[config.mk]
export PLATFORM = sky130hd
export DESIGN_NAME = loe_exec
export DESIGN_NICKNAME = d
export VERILOG_FILES = /design/src/pkg/loe_pkg.sv /design/src/rtl/loe_exec.sv
export SDC_FILE = /design/constraint.sdc
export NUM_CORES = 1
export LEC_CHECK = 0
export BUFFER_PORTS_ARGS = -buffer_cell sky130_fd_sc_hd__buf_2
export CAP_MARGIN = 10
export CELL_PAD_IN_SITES_DETAIL_PLACEMENT = 2
export CELL_PAD_IN_SITES_GLOBAL_PLACEMENT = 2
export CORE_MARGIN = 2
export CORE_UTILIZATION = 33
export CTS_CLUSTER_DIAMETER = 200
export CTS_CLUSTER_SIZE = 25
export DETAILED_ROUTE_END_ITERATION = 6
export PLACE_DENSITY_LB_ADDON = 0.1
export REMOVE_ABC_BUFFERS = 1
export SYNTH_ARGS = -nofsm -noshare
export SYNTH_HDL_FRONTEND = slang
export SYNTH_SLANG_ARGS = --single-unit
[constraint.sdc]
create_clock -name clk -period 3.79 [get_ports clk]
set_clock_uncertainty 0.1 [all_clocks]
set_input_delay 0.1895 -clock clk [delete_from_list [all_inputs] [get_ports clk]]
set_output_delay 0.1895 -clock clk [all_outputs]
set_load 0.02 [all_outputs]
[src/pkg/loe_pkg.sv]
// package for the logic-op and nv-store execution unit
// What this block does
// RQ1 - nop: one byte, one cycle, no effect
// RQ2 - nor: p1 := ~(p1|p2), only S Z
// RQ3 - nor: 2 bytes 3 cycles, 5 bytes 6
// RQ4 - or: p1 := p1|p2, only S Z
// RQ5 - or: 2 bytes 3 cycles, 5 bytes 6
// RQ6 - store: 4 bytes, p1[7:0] to nv byte
// RQ7 - pointer 0..127 maps to nv bytes
// RQ8 - store occupies one pc stack entry
// RQ9 - software avoids store with skip opcodes
// RQ10 - no next fetch until nv write done
// RQ11 - nop changes only program counter
`default_nettype none
package loe_pkg;
    localparam int DATA_W = 24;
    localparam int NV_ADDR_W = 7;
    localparam logic [7:0] NV_MAX_ADDR = 8'h7F;
    // opcode classes seen by this unit
    typedef enum logic [2:0] {
        LOE_OP_NOP, LOE_OP_NOR, LOE_OP_OR, LOE_OP_STORE, LOE_OP_OTHER
    } loe_op_type;
    // lengths in bytes
    localparam logic [2:0] LEN_NOP = 3'h1;
    localparam logic [2:0] LEN_REG = 3'h2;
    localparam logic [2:0] LEN_IMM = 3'h5;
    localparam logic [2:0] LEN_STORE = 3'h4;
    // cycle counts
    localparam logic [2:0] CYC_NOP = 3'h1;
    localparam logic [2:0] CYC_REG = 3'h3;
    localparam logic [2:0] CYC_IMM = 3'h6;
    // nominal nv write time, microseconds, and clock rate
    localparam int NV_WRITE_US = 12500;
    localparam int CLK_MHZ = 40;
    localparam int NV_WRITE_CYC = NV_WRITE_US * CLK_MHZ;
    // decoded request from the fetch stage
    typedef struct packed {
        loe_op_type op;
        logic [1:0] dst;
        logic [1:0] src;
        logic use_imm;
        logic [DATA_W-1:0] imm;
    } loe_req_type;
    // result write-back to the register file
    typedef struct packed {
        logic we;
        logic [1:0] dst;
        logic [DATA_W-1:0] data;
        logic sign;
        logic zero;
    } loe_wb_type;
endpackage
`default_nettype wire

[src/rtl/loe_exec.sv]
// execution unit for nop, nor, or and the nv-store opcode
`default_nettype none
module loe_exec
    import loe_pkg::*;
#(
    parameter int WRITE_CYCLES = NV_WRITE_CYC
) (
    input wire logic clk,
    input wire logic resetn,
    input wire logic req_valid,
    input wire loe_req_type req,
    input wire logic [DATA_W-1:0] op_a,
    input wire logic [DATA_W-1:0] op_b,
    input wire logic [7:0] ram_ptr,
    input wire logic nv_done,
    output logic busy,
    output logic done,
    output logic [2:0] pc_advance,
    output loe_wb_type wb,
    output logic stack_push,
    output logic stack_pop,
    output logic nv_we,
    output logic [NV_ADDR_W-1:0] nv_addr,
    output logic [7:0] nv_data,
    output logic nv_range_err
);
    // one op at a time: a request counts only while idle
    // a long nv write blocks the core; the timer bounds the wait
    // should the macro never answer
    // idle waits for issue, count paces a logic op, nvwait holds fetch
    typedef enum logic [1:0] {LOE_IDLE, LOE_COUNT, LOE_NVWAIT} loe_state_type;

    // current and next state of the sequencer
    loe_state_type state_reg, state_next;
    // cycles left for logic ops
    logic [2:0] cyc_reg, cyc_next;
    // fallback nv write timer; wide enough for the full write time
    logic [31:0] wtmr_reg, wtmr_next;
    // result, flags and target held for write-back
    loe_wb_type wb_reg, wb_next;
    // bytes the pc moves at retirement, zero otherwise
    logic [2:0] adv_reg, adv_next;
    // one-cycle retirement pulse
    logic done_reg, done_next;
    // pc stack borrow and return pulses for the store
    logic push_reg, push_next, pop_reg, pop_next;
    // nv write strobe, target byte and data
    logic nvwe_reg, nvwe_next;
    logic [NV_ADDR_W-1:0] nva_reg, nva_next;
    logic [7:0] nvd_reg, nvd_next;
    // store with a pointer beyond the nv array
    logic err_reg, err_next;
    // length of the op in flight, kept for the count state
    logic [2:0] op_len_reg;
    // registered busy level
    logic busy_reg;

    // operand select and logic results, decoded once
    // the constant rides in the request, so no extra fetch cycles here
    wire logic [DATA_W-1:0] src_val = req.use_imm ? req.imm : op_b;
    wire logic [DATA_W-1:0] or_val = op_a | src_val; // RQ4
    wire logic [DATA_W-1:0] nor_val = ~(op_a | src_val); // RQ2
    // nor and or share one pacing path
    wire logic is_logic = req.op == LOE_OP_NOR || req.op == LOE_OP_OR;
    // pointer bit 7 set means no nv byte behind it
    wire logic ptr_ok = ram_ptr <= NV_MAX_ADDR; // RQ7
    wire logic [DATA_W-1:0] res_val =
        (req.op == LOE_OP_NOR) ? nor_val : or_val;
    // cycle count and length follow the operand kind
    wire logic [2:0] op_cycles = req.use_imm ? CYC_IMM : CYC_REG; // RQ3 RQ5
    wire logic [2:0] op_len = req.use_imm ? LEN_IMM : LEN_REG; // RQ3 RQ5
    // last cycle of the fallback timer
    wire logic timer_out = wtmr_reg == 32'h00000001;

    // next-state logic
    // defaults: pulses low, held values kept
    always_comb begin
        state_next = state_reg;
        cyc_next = cyc_reg;
        wtmr_next = wtmr_reg;
        wb_next = wb_reg;
        wb_next.we = 1'b0;
        adv_next = 3'h0;
        done_next = 1'b0;
        push_next = 1'b0;
        pop_next = 1'b0;
        nvwe_next = 1'b0;
        nva_next = nva_reg;
        nvd_next = nvd_reg;
        err_next = 1'b0;
        unique case (state_reg)
            LOE_IDLE: begin
                // unknown opcodes fall through and are dropped
                if (req_valid) begin
                    if (req.op == LOE_OP_NOP) begin
                        // only the pc moves, in one cycle
                        adv_next = LEN_NOP;                    // RQ1 RQ11
                        done_next = 1'b1;                      // RQ1
                    end else if (is_logic) begin
                        // result computed at issue; held until count ends
                        // flags describe the written result only
                        wb_next.dst = req.dst;
                        wb_next.data = res_val;
                        wb_next.sign = res_val[DATA_W-1];      // RQ2 RQ4
                        wb_next.zero = res_val == '0;          // RQ2 RQ4
                        cyc_next = op_cycles - 3'h1;
                        state_next = LOE_COUNT;
                    end else if (req.op == LOE_OP_STORE) begin
                        if (ptr_ok) begin
                            // flags untouched, only nv written
                            nvwe_next = 1'b1;                  // RQ6
                            nva_next = ram_ptr[NV_ADDR_W-1:0]; // RQ7
                            nvd_next = op_a[7:0];              // RQ6
                            push_next = 1'b1;                  // RQ8
                            // arm the fallback; the macro normally wins
                            wtmr_next = 32'(WRITE_CYCLES);
                            state_next = LOE_NVWAIT;           // RQ10
                        end else begin
                            // out of range: skip write, still advance
                            err_next = 1'b1;
                            adv_next = LEN_STORE;
                            done_next = 1'b1;
                        end
                    end
                end
            end
            LOE_COUNT: begin
                // last paced cycle: write back and retire
                if (cyc_reg <= 3'h1) begin
                    wb_next.we = 1'b1;
                    adv_next = op_len_reg;
                    done_next = 1'b1;
                    state_next = LOE_IDLE;
                end else begin
                    // keep pacing
                    cyc_next = cyc_reg - 3'h1;
                end
            end
            LOE_NVWAIT: begin
                // hold fetch until the macro or the timer says done
                // whichever comes first retires the store
                wtmr_next = wtmr_reg - 32'h1;
                if (nv_done || timer_out) begin               // RQ10
                    pop_next = 1'b1;                           // RQ8
                    adv_next = LEN_STORE;                      // RQ6
                    done_next = 1'b1;
                    state_next = LOE_IDLE;
                end
            end
            // illegal code: back to idle
            default: state_next = LOE_IDLE;
        endcase
    end

    // length of the op in flight, captured at issue only
    // capturing on every idle request is harmless: count reads it later
    // nop and store never read it
    always_ff @(posedge clk or negedge resetn) begin
        if (!resetn) begin
            op_len_reg <= LEN_REG;
        end else if (state_reg == LOE_IDLE && req_valid) begin
            op_len_reg <= op_len;
        end
    end

    // state registers
    // every register returns to idle values on reset
    always_ff @(posedge clk or negedge resetn) begin
        if (!resetn) begin
            state_reg <= LOE_IDLE;
            cyc_reg <= 3'h0;
            wtmr_reg <= 32'h0;
            wb_reg <= '0;
            adv_reg <= 3'h0;
            done_reg <= 1'b0;
            push_reg <= 1'b0;
            pop_reg <= 1'b0;
            nvwe_reg <= 1'b0;
            nva_reg <= '0;
            nvd_reg <= 8'h00;
            err_reg <= 1'b0;
        end else begin
            state_reg <= state_next;
            cyc_reg <= cyc_next;
            wtmr_reg <= wtmr_next;
            wb_reg <= wb_next;
            adv_reg <= adv_next;
            done_reg <= done_next;
            push_reg <= push_next;
            pop_reg <= pop_next;
            nvwe_reg <= nvwe_next;
            nva_reg <= nva_next;
            nvd_reg <= nvd_next;
            err_reg <= err_next;
        end
    end

    // busy registered: high from the cycle after issue until done
    // taken from the next state so it drops together with done
    always_ff @(posedge clk or negedge resetn) begin
        if (!resetn) begin
            busy_reg <= 1'b0;
        end else begin
            busy_reg <= state_next != LOE_IDLE;
        end
    end

    // outputs come straight from registers
    assign busy = busy_reg;
    assign done = done_reg;
    assign pc_advance = adv_reg;
    assign wb = wb_reg;
    // stack and nv side
    assign stack_push = push_reg;
    assign stack_pop = pop_reg;
    assign nv_we = nvwe_reg;
    assign nv_addr = nva_reg;
    assign nv_data = nvd_reg;
    assign nv_range_err = err_reg;
endmodule
`default_nettype wire
Yosys cells after proc, flatten, opt, wreduce, memory -nomap -nowiden
Cells that the tools add are included.
{ "totals": {"word_cells": 102, "reg_bits": 92, "ram_bits": 0, "input_bits": 92, "latch_bits": 0, "n_memories": 0, "romBits": 0} }
{ "classes": {"n_reduce_logical": 13, "add_sub_neg": 3, "n_div": 0, "bitwise_logic": 4, "shifts": 0, "n_mul": 0, "n_eq_ne": 13, "order_cmp": 2, "mux": 50} }
{ "ops": {"columns": ["operator", "n"], "rows": [
  ["$mux W32", 5],
  ["$pmux W32 S2", 1],
  ["$mux W24", 2],
  ["$mux W3", 13],
  ["$eq A32 B1 Y1 const B", 1],
  ["$sub A32 B1 Y32 const B", 1],
  ["$logic_not A24 Y1", 1],
  ["$not A24 Y24", 1],
  ["$or A24 B24 Y24", 1],
  ["$mux W1", 18],
  ["$mux W2", 7],
  ["$ne A2 B2 Y1 const B", 7],
  ["$reduce_and A6 Y1", 2],
  ["$pmux W3 S3", 1],
  ["$le A8 B7 Y1 const B", 1],
  ["$eq A3 B2 Y1 const B", 2],
  ["$pmux W2 S3", 1],
  ["$pmux W3 S2", 1],
  ["$reduce_bool A2 Y1", 3],
  ["$sub A3 B1 Y3 const B", 2],
  ["$reduce_and A5 Y1", 1],
  ["$reduce_and A4 Y1", 1],
  ["$eq A3 B1 Y1 const B", 1],
  ["$le A3 B1 Y1 const B", 1],
  ["8 further kinds", 10]
]} }

Longest topological paths before layout
Gate-level depths: netlist (run 1).
{ "depth": {"word_depth": 8, "mapped_depth": 8, "depth_no_buf": 6} }

Least setup slack after synthesis (run 1)
No wires, ideal clock.
{ "synth_path": {"path_type": "register to register", "from": "register wtmr_reg[2]", "to": "register busy_reg, in the netlist busy", "setup_ns": 0.143, "t_arrival_ns": 1.822, "path_stages_with_launch": 7, "required_time_ns": 3.547, "n_path_buf": 0, "period_less_slack_ns": 2.065, "slack_ns": 1.725, "cell_sequence": "dfrtp_1 or4_4 nor3_4 and4b_1 a31oi_1 a21oi_1 a32oi_1"} }
{ "synth_between": {"elab_chain_cells": 5} }
{ "synth_lines": {"columns": ["element", "line_no", "rtl"], "rows": [
  ["from (decl)", "loe_exec.sv:38", "logic [31:0] wtmr_reg, wtmr_next;"],
  ["from (signal assigned)", "loe_exec.sv:185", "wtmr_reg <= wtmr_next;"],
  ["$eq A32 B1 Y1", "loe_exec.sv:73", "wire logic timer_out = wtmr_reg == 32'h00000001;"],
  ["$logic_or A1 B1 Y1", "loe_exec.sv:143", "if (nv_done || timer_out) begin"],
  ["$mux W2", "loe_exec.sv:143", null],
  ["$pmux W2 S3", "loe_exec.sv:91", "unique case (state_reg)"],
  ["$reduce_bool A2 Y1", "loe_exec.sv:204", "busy_reg <= state_next != LOE_IDLE;"],
  ["to (signal assigned)", "loe_exec.sv:202", "busy_reg <= 1'b0;"],
  ["to (signal assigned)", "loe_exec.sv:204", null],
  ["to (decl)", "loe_exec.sv:56", "logic busy_reg;"]
]} }
Every way passes these cells.
A chain may end at the register's enable or synchronous reset.

Final worst setup path (run 1)
{ "layout_path": {"from": "register state_reg[0]", "to": "register nva_reg[4], in the netlist nv_addr[4]"} }
{ "layout_between": {"elab_chain_cells": 2} }
{ "layout_lines": {"columns": ["element", "line_no", "rtl"], "rows": [
  ["from (decl)", "loe_exec.sv:34", "loe_state_type state_reg, state_next;"],
  ["from (signal assigned)", "loe_exec.sv:183", "state_reg <= state_next;"],
  ["$logic_not A2 Y1", "loe_exec.sv:91", null],
  ["$reduce_and A6 Y1 (no line)", null, null],
  ["to (signal assigned)", "loe_exec.sv:192", "nva_reg <= nva_next;"],
  ["to (decl)", "loe_exec.sv:49", "logic [NV_ADDR_W-1:0] nva_reg, nva_next;"]
]} }
Every way passes these cells.

==> results of run 1 <==
==> synthesized netlist by cell type (2+ instances only) <==
| cell | count |
|---|---|
| nor4_1 | 9 |
| inv_1 | 6 |
| nor4_2 | 3 |
| mux2_2 | 5 |
| or4_1 | 6 |
| nand3_1 | 3 |
| clkbuf_1 | 9 |
| a211o_1 | 2 |
| xnor2_1 | 37 |
| o22ai_1 | 3 |
| and2b_1 | 3 |
| and3_2 | 3 |
| o21ai_0 | 36 |
| buf_4 | 5 |
| a211oi_1 | 22 |
| nor3_1 | 13 |
| a21oi_1 | 10 |
| nand2_1 | 88 |
| buf_2 | 9 |
| ha_1 | 3 |
| dfrtp_1 | 89 |
| nor2_1 | 29 |
| nor2_2 | 2 |
| nand2b_1 | 6 |
| xor2_1 | 10 |
| and3_1 | 2 |
| nand4_1 | 7 |
| or3_1 | 6 |
| nor2b_1 | 23 |
| mux2i_1 | 5 |
==> final timing paths <==
kind | to | slack (ns) | cells after the start
setup / recovery | nv_addr[4] | 1.29 | 7
hold / removal | pc_advance[0] | 0.04 | 2
setup reg to reg | nv_addr[4] | 1.29 | 7
hold reg to reg | nv_addr[2] | 0.38 | 2
max in group asynchronous | op_len_reg[1] | 2.28 | 3
min in group asynchronous | wb[11] | 0.42 | 2
==> final cells by class <==
type,instances,area (sq um)
clock buffer,13,250
clock inverter,3,65.1
fill,1504,7780
inverter,6,22.5
multi-input combinational,354,2190
sequential,90,2250
tap,180,225
timing repair buffer,166,938
==> metal layers <==
metal / global-route usage (%) / up-vias
met5: 0 / -
met4: 5.39 / 0
met3: 5.06 / 13
met2: 34.5 / 88
met1: 24.2 / 2020
li1: - / 1936
==> layout by cell type, fill, tap and decap left out, types with 9 or more instances in the layout <==
master	instances
buf_2	141
dfrtp_1	89
nand2_1	88
xnor2_1	37
o21ai_0	36
nor2_1	29
nor2b_1	23
a211oi_1	22
dlygate4sd3_1	18
nor3_1	13
xor2_1	10
a21oi_1	10
nor4_1	9
clkbuf_16	9
==> worst max-delay path: stages (launching register included) <==
cell	delay, ns
dfrtp_1	0.42
nand2b_4	0.18
or3_1	0.35
or3_1	0.39
inv_1	0.39
buf_4	0.40
nand2_1	0.12
nand2_1	0.07
==> timing repair <==
item                                   CTS  global route
hold buffers                            18             0
setup endpoints to repair                0             0
endpoints found under the hold margin   83             0
==> cell families after synthesis <==
| logic type | Yosys count |
|---|---|
| AO/OA/AOI/OAI | 80 |
| multiplexers | 10 |
| flip-flops | 90 |
| AND/OR/NAND/NOR | 214 |
| XOR/XNOR | 47 |
| buffers and inverters | 30 |
| adder cells (fa/ha/maj) | 3 |
==> power by group through the flow <==
stage | logic (mW) | registers [mW] | clock network [mW]
finish | 1.36 | 1.58 | 0.973
global route | 1.52 | 1.65 | 1.04
CTS | 1.39 | 1.59 | 0.998
detailed placement | 1.36 | 1.59 | 0
global placement | 1.31 | 1.57 | 0
floorplan | 0.563 | 1.84 | 0
==> impl_metrics.tcl, run 1 <==
set metrics [dict create \
    synth-xor-area-share_pct 8.96 \
    rr_startpoint "state_reg[0]" \
    placed_cell_area_sq_mm 0.00545 \
    drive_gt1_share_pct 29.0 \
    ir_drop_v 0.000280 \
    swShare_pct 38.1 \
    hpwl_um 9680 \
    core_area_sq_mm 0.0137 \
    design.portCount 145 \
    finalSetupViolations 0 \
    synth_cell_types 50 \
    synth-simple-area-share_pct 24.6 \
    synth_warnings 0 \
    rows 43 \
    instances_no_fill 812 \
    synthesis.area_sq_mm 0.00459 \
    crit_path_start "state_reg[0]" \
    dp_slack_ns 1.28 \
    wl_per_cell_um 16.9 \
    grt_start_max_net_pins 68 \
    startpoint_type "flop" \
    clock_power_share_pct 24.8 \
    finish.utilization_pct 43.3 \
    overflow 0 \
    ys_seq_area_share_pct 49.1 \
    synth.avg_cell_area_sq_um 9.69 \
    synthTopCellsByArea "dfrtp_1, nand2_1, xnor2_1, o21ai_0, a211oi_1" \
    drc 0 \
    antenna_left 0 \
    met2WireLength_um 6880 \
    synth_cells 474 \
    die_w_um 122 \
    synth_top_family_by_area "simple AND/OR/NAND/NOR gates" \
    async_flop_share_pct 100 \
    synth_top_cell_by_area "dfrtp_1" \
    vias 4057 \
    power_switching_mw 1.49 \
    finalPower_mw 3.92 \
    grt_pass1_vias 4463 \
    dr.pass1.iters 4 \
    avgViaCountPerCell 5.00 \
    met3_length_um 724 \
    place.gp.congestion 0.758 \
    slew_headroom_pct 40.0 \
    grt_pass1_wl_um 23000 \
    combPwrFrac_pct 34.8 \
    place_inst 778 \
    largest_reg_flops 32 \
    max_freq_mhz 399 \
    cp_data_required_time_ns 3.97 \
    pwr-share-seq_pct 40.4 \
    path_max_fanout 26 \
    final_max_slew_viol_count 0 \
    max_slew.worst_pin.slew_ns 0.900 \
    synth-edff-count 0 \
    port_buffers 142 \
    grt.total_usage_pct 19.8 \
    status "finished, final reports clean" \
    routed_wl_um 13700 \
    cellPowerDensity_mw_per_mm2 659 \
    stdcell_area_sq_mm 0.00594 \
    min_path_type "input pin to flop" \
    yosys.area.top_type_share_pct 48.5 \
    start_util_pct 33.5 \
    clkTransAtPathRegs_ns 0.06 \
    synth_fa_ha_area_share_pct 0.817 \
    cap_violations 0 \
    antenna_cells 0 \
    syn_to_final_growth_pct 29.4 \
    cts_resized 0 \
    antenna_found_initial 0 \
    cts_num_sinks 90 \
    whs_ns 0.0404 \
    synth_mux_area_share_pct 2.32 \
    synth_compound_area_share_pct 11.0 \
    clock_latency_ns 0.34 \
    synth_seq_cells 90 \
    max-clock-path-buffers 2 \
    end_kind "flop" \
    hold_start "req[29]" \
    p_int_mw 2.42 \
    critical_path_class "flop to flop" \
    period_needed_ns 2.50 \
    arrival_ns 2.69 \
    drt-initial-drc-count 118 \
    nNetsFinal 722 \
    root_buffer "clkbuf_16" \
    finalSetupTns_ns 0 \
    m1WireLength_um 5940 \
    hold_viol 0 \
    die_y_um 122 \
    synthFlopType "dfrtp_1" \
    dieArea_sq_mm 0.0149 \
    h-tree-depth 3 \
    fin_crit_sh_pct 66.1 \
    cts_setup_buffers 0 \
    p_leak_nw 2.87 \
    rsz0062_at_grt "no" \
    cts_made_buffers 9 \
    maxUsedRoutingLayer "met4" \
    cts_tree "yes" \
    finalWorstSetupSlack_ns 1.29 \
]
Note: power is estimated with default switching activity, not from simulation.
==> inputs of run 2 (changes only) <==
--- a/config.mk
+++ b/config.mk
@@ -10,7 +10,7 @@
 export CELL_PAD_IN_SITES_DETAIL_PLACEMENT = 2
 export CELL_PAD_IN_SITES_GLOBAL_PLACEMENT = 2
 export CORE_MARGIN = 2
-export CORE_UTILIZATION = 33
+export CORE_UTILIZATION = 28
 export CTS_CLUSTER_DIAMETER = 200
 export CTS_CLUSTER_SIZE = 25
 export DETAILED_ROUTE_END_ITERATION = 6
==> constraint.sdc (replaced) <==
create_clock -name clk -period 2.3 [get_ports clk]
set_clock_uncertainty 0.1 [all_clocks]
set_input_delay 0.115 -clock clk [delete_from_list [all_inputs] [get_ports clk]]
set_output_delay 0.115 -clock clk [all_outputs]
set_load 0.02 [all_outputs]
==> run 2 against run 1 <==
Against the previous run: flip-flop and latch count did not move; critical endpoint is now wtmr_reg[28]; design area rose by 4.8%; critical path depth fell by 1; clock power rose by 56%; largest power group unchanged.
==> impl_metrics.tcl, run 2 (synthesized netlist as in run 1, its figures left out) <==
set metrics [dict create \
    multi_input_area_sq_mm 0.00221 \
    clkTransAtPathRegs_ns 0.06 \
    fin_crit_sh_pct 95.6 \
    die_w_um 132 \
    final_max_slew_viol_count 0 \
    port_buffers 142 \
    mostFrequentLayoutCell "buf_2" \
    reg2reg_slack_ns 0.10 \
    gr-usage-met1_pct 20.5 \
    wl_per_cell_um 15.8 \
    clock_latency_ns 0.34 \
    drive_gt1_share_pct 31.7 \
    cts_made_buffers 9 \
    rr_startpoint "wtmr_reg[2]" \
    hold_start "req[30]" \
    antenna_found_initial 0 \
    finalWorstSetupSlack_ns 0.102 \
    drc 0 \
    dr.pass1.iters 4 \
    status "finished, final reports clean" \
    grt_pass1_vias 4639 \
    antenna_cells 0 \
    vias 4127 \
    min_path_type "input pin to flop" \
    grt_start_max_net_pins 57 \
    root_buffer "clkbuf_16" \
    core_area_sq_mm 0.0159 \
    placed_cell_area_sq_mm 0.00569 \
    overflow 0 \
    h-tree-depth 3 \
    routed_wl_um 13800 \
    fillers 1805 \
    finalPower_mw 6.47 \
    period_needed_ns 2.20 \
    busiest_layer "met2" \
    cap_violations 0 \
    grt.total_usage_pct 16.7 \
    end_kind "flop" \
    rows 46 \
    cts_num_sinks 90 \
    avgViaCountPerCell 4.74 \
    timing.rr.end "wtmr_reg[28]" \
    startpoint_type "flop" \
    finalSetupViolations 0 \
    critical_path_class "flop to flop" \
    rr_worst_depth 6 \
    syn_to_final_growth_pct 35.6 \
    arrival_ns 2.36 \
    cp_data_required_time_ns 2.47 \
    dieArea_sq_mm 0.0174 \
    p_leak_nw 3.00 \
    slew_headroom_pct 64.0 \
    cts_tree "yes" \
    hold_viol 0 \
    start_util_pct 28.8 \
    nNetsFinal 744 \
    die_y_um 132 \
    whs_path_depth 3 \
    drt-initial-drc-count 97 \
    antenna_left 0 \
    design.portCount 145 \
    met3_usage_pct 3.42 \
    path_max_fanout 8 \
    stdcell_area_sq_mm 0.00623 \
    whs_endpoint "pc_advance[0]" \
    dp_slack_ns 0.0268 \
    max_freq_mhz 455 \
    place.gp.congestion 0.695 \
    max_slew.worst_pin.slew_ns 0.537 \
    use_met2_pct 29.1 \
    ff_latch_area_sq_mm 0.00225 \
    hpwl_um 10200 \
    final_cell_mix "buf_2, dfrtp_1, nand2_1" \
    max-clock-path-buffers 2 \
    grt_pass1_wl_um 23700 \
    ir_drop_v 0.000378 \
    cellPowerDensity_mw_per_mm2 1040 \
    largest_reg_flops 32 \
]
[run 2: cell types whose count changed in the layout (fill, tap and decap cells not counted), sizes merged]
cell         before  now
buf             148  168
clkbuf           13   14
bufinv            2    1
dlygate4sd3      18   20
[run 2: critical path, cell delays in order (launching register included)]
cell and delay, ns:
dfrtp_1 0.38, or4_4 0.57, nor3_4 0.27, buf_4 0.16, nand4_4 0.15, or3_1 0.35
a21oi_1 0.15
[run 2: how the worst max path moves through the flow]
| stage | from | end | slack, ns | depth (start not counted) |
|---|---|---|---|---|
| 2_1_floorplan | state_reg[0] | busy | -0.36 | 6 |
| 3_3_place_gp | wtmr_reg[2] | wtmr_reg[9] | 0.11 | 6 |
| 3_5_place_dp | wtmr_reg[2] | wtmr_reg[9] | 0.03 | 6 |
| 4_1_cts | wtmr_reg[2] | wtmr_reg[9] | 0.02 | 6 |
| 5_1_grt | wtmr_reg[2] | wtmr_reg[18] | -0.0008 | 7 |
| 6_report | wtmr_reg[2] | wtmr_reg[28] | 0.10 | 6 |
[run 2: layer usage]
metal	vias up	wire [um]
li1	1980	-
met1	2049	6160
met2	86	6880
met3	12	559
met4	0	180
met5	-	0
[run 2: area by class of cell]
type,count,share of cell area [%]
timing repair buffer,188,18.8
clock inverter,2,0.563
clock buffer,14,4.24
inverter,6,0.362
tap,216,4.34
sequential,90,36.2
multi-input combinational,354,35.5
[run 2: through the flow]
stage          setup TNS (ns)  utilization (%)  std cells  hold slack [ns]
2_1_floorplan           -8.15                -        450           -0.281
5_1_grt             -0.000823             39.1        870           0.0486
4_1_cts                     0             38.8        868           0.0247
6_report                    0             39.1        870           0.0380
3_3_place_gp                0             35.7        832          -0.0215
3_5_place_dp                0             35.7        832         -0.00658
[run 2: power breakdown]
group / switching [mW] / internal [mW]
Clock: 0.618 / 0.903
Combinational: 1.43 / 0.925
Sequential: 0.418 / 2.17
[run 2: timing repair]
action | in CTS | in global routing
hold buffers | 20 | 0
buffers inserted | 0 | 2
gates resized for setup | 0 | 7
setup endpoints to repair | 0 | 8
hold endpoints to repair | 46 | 0
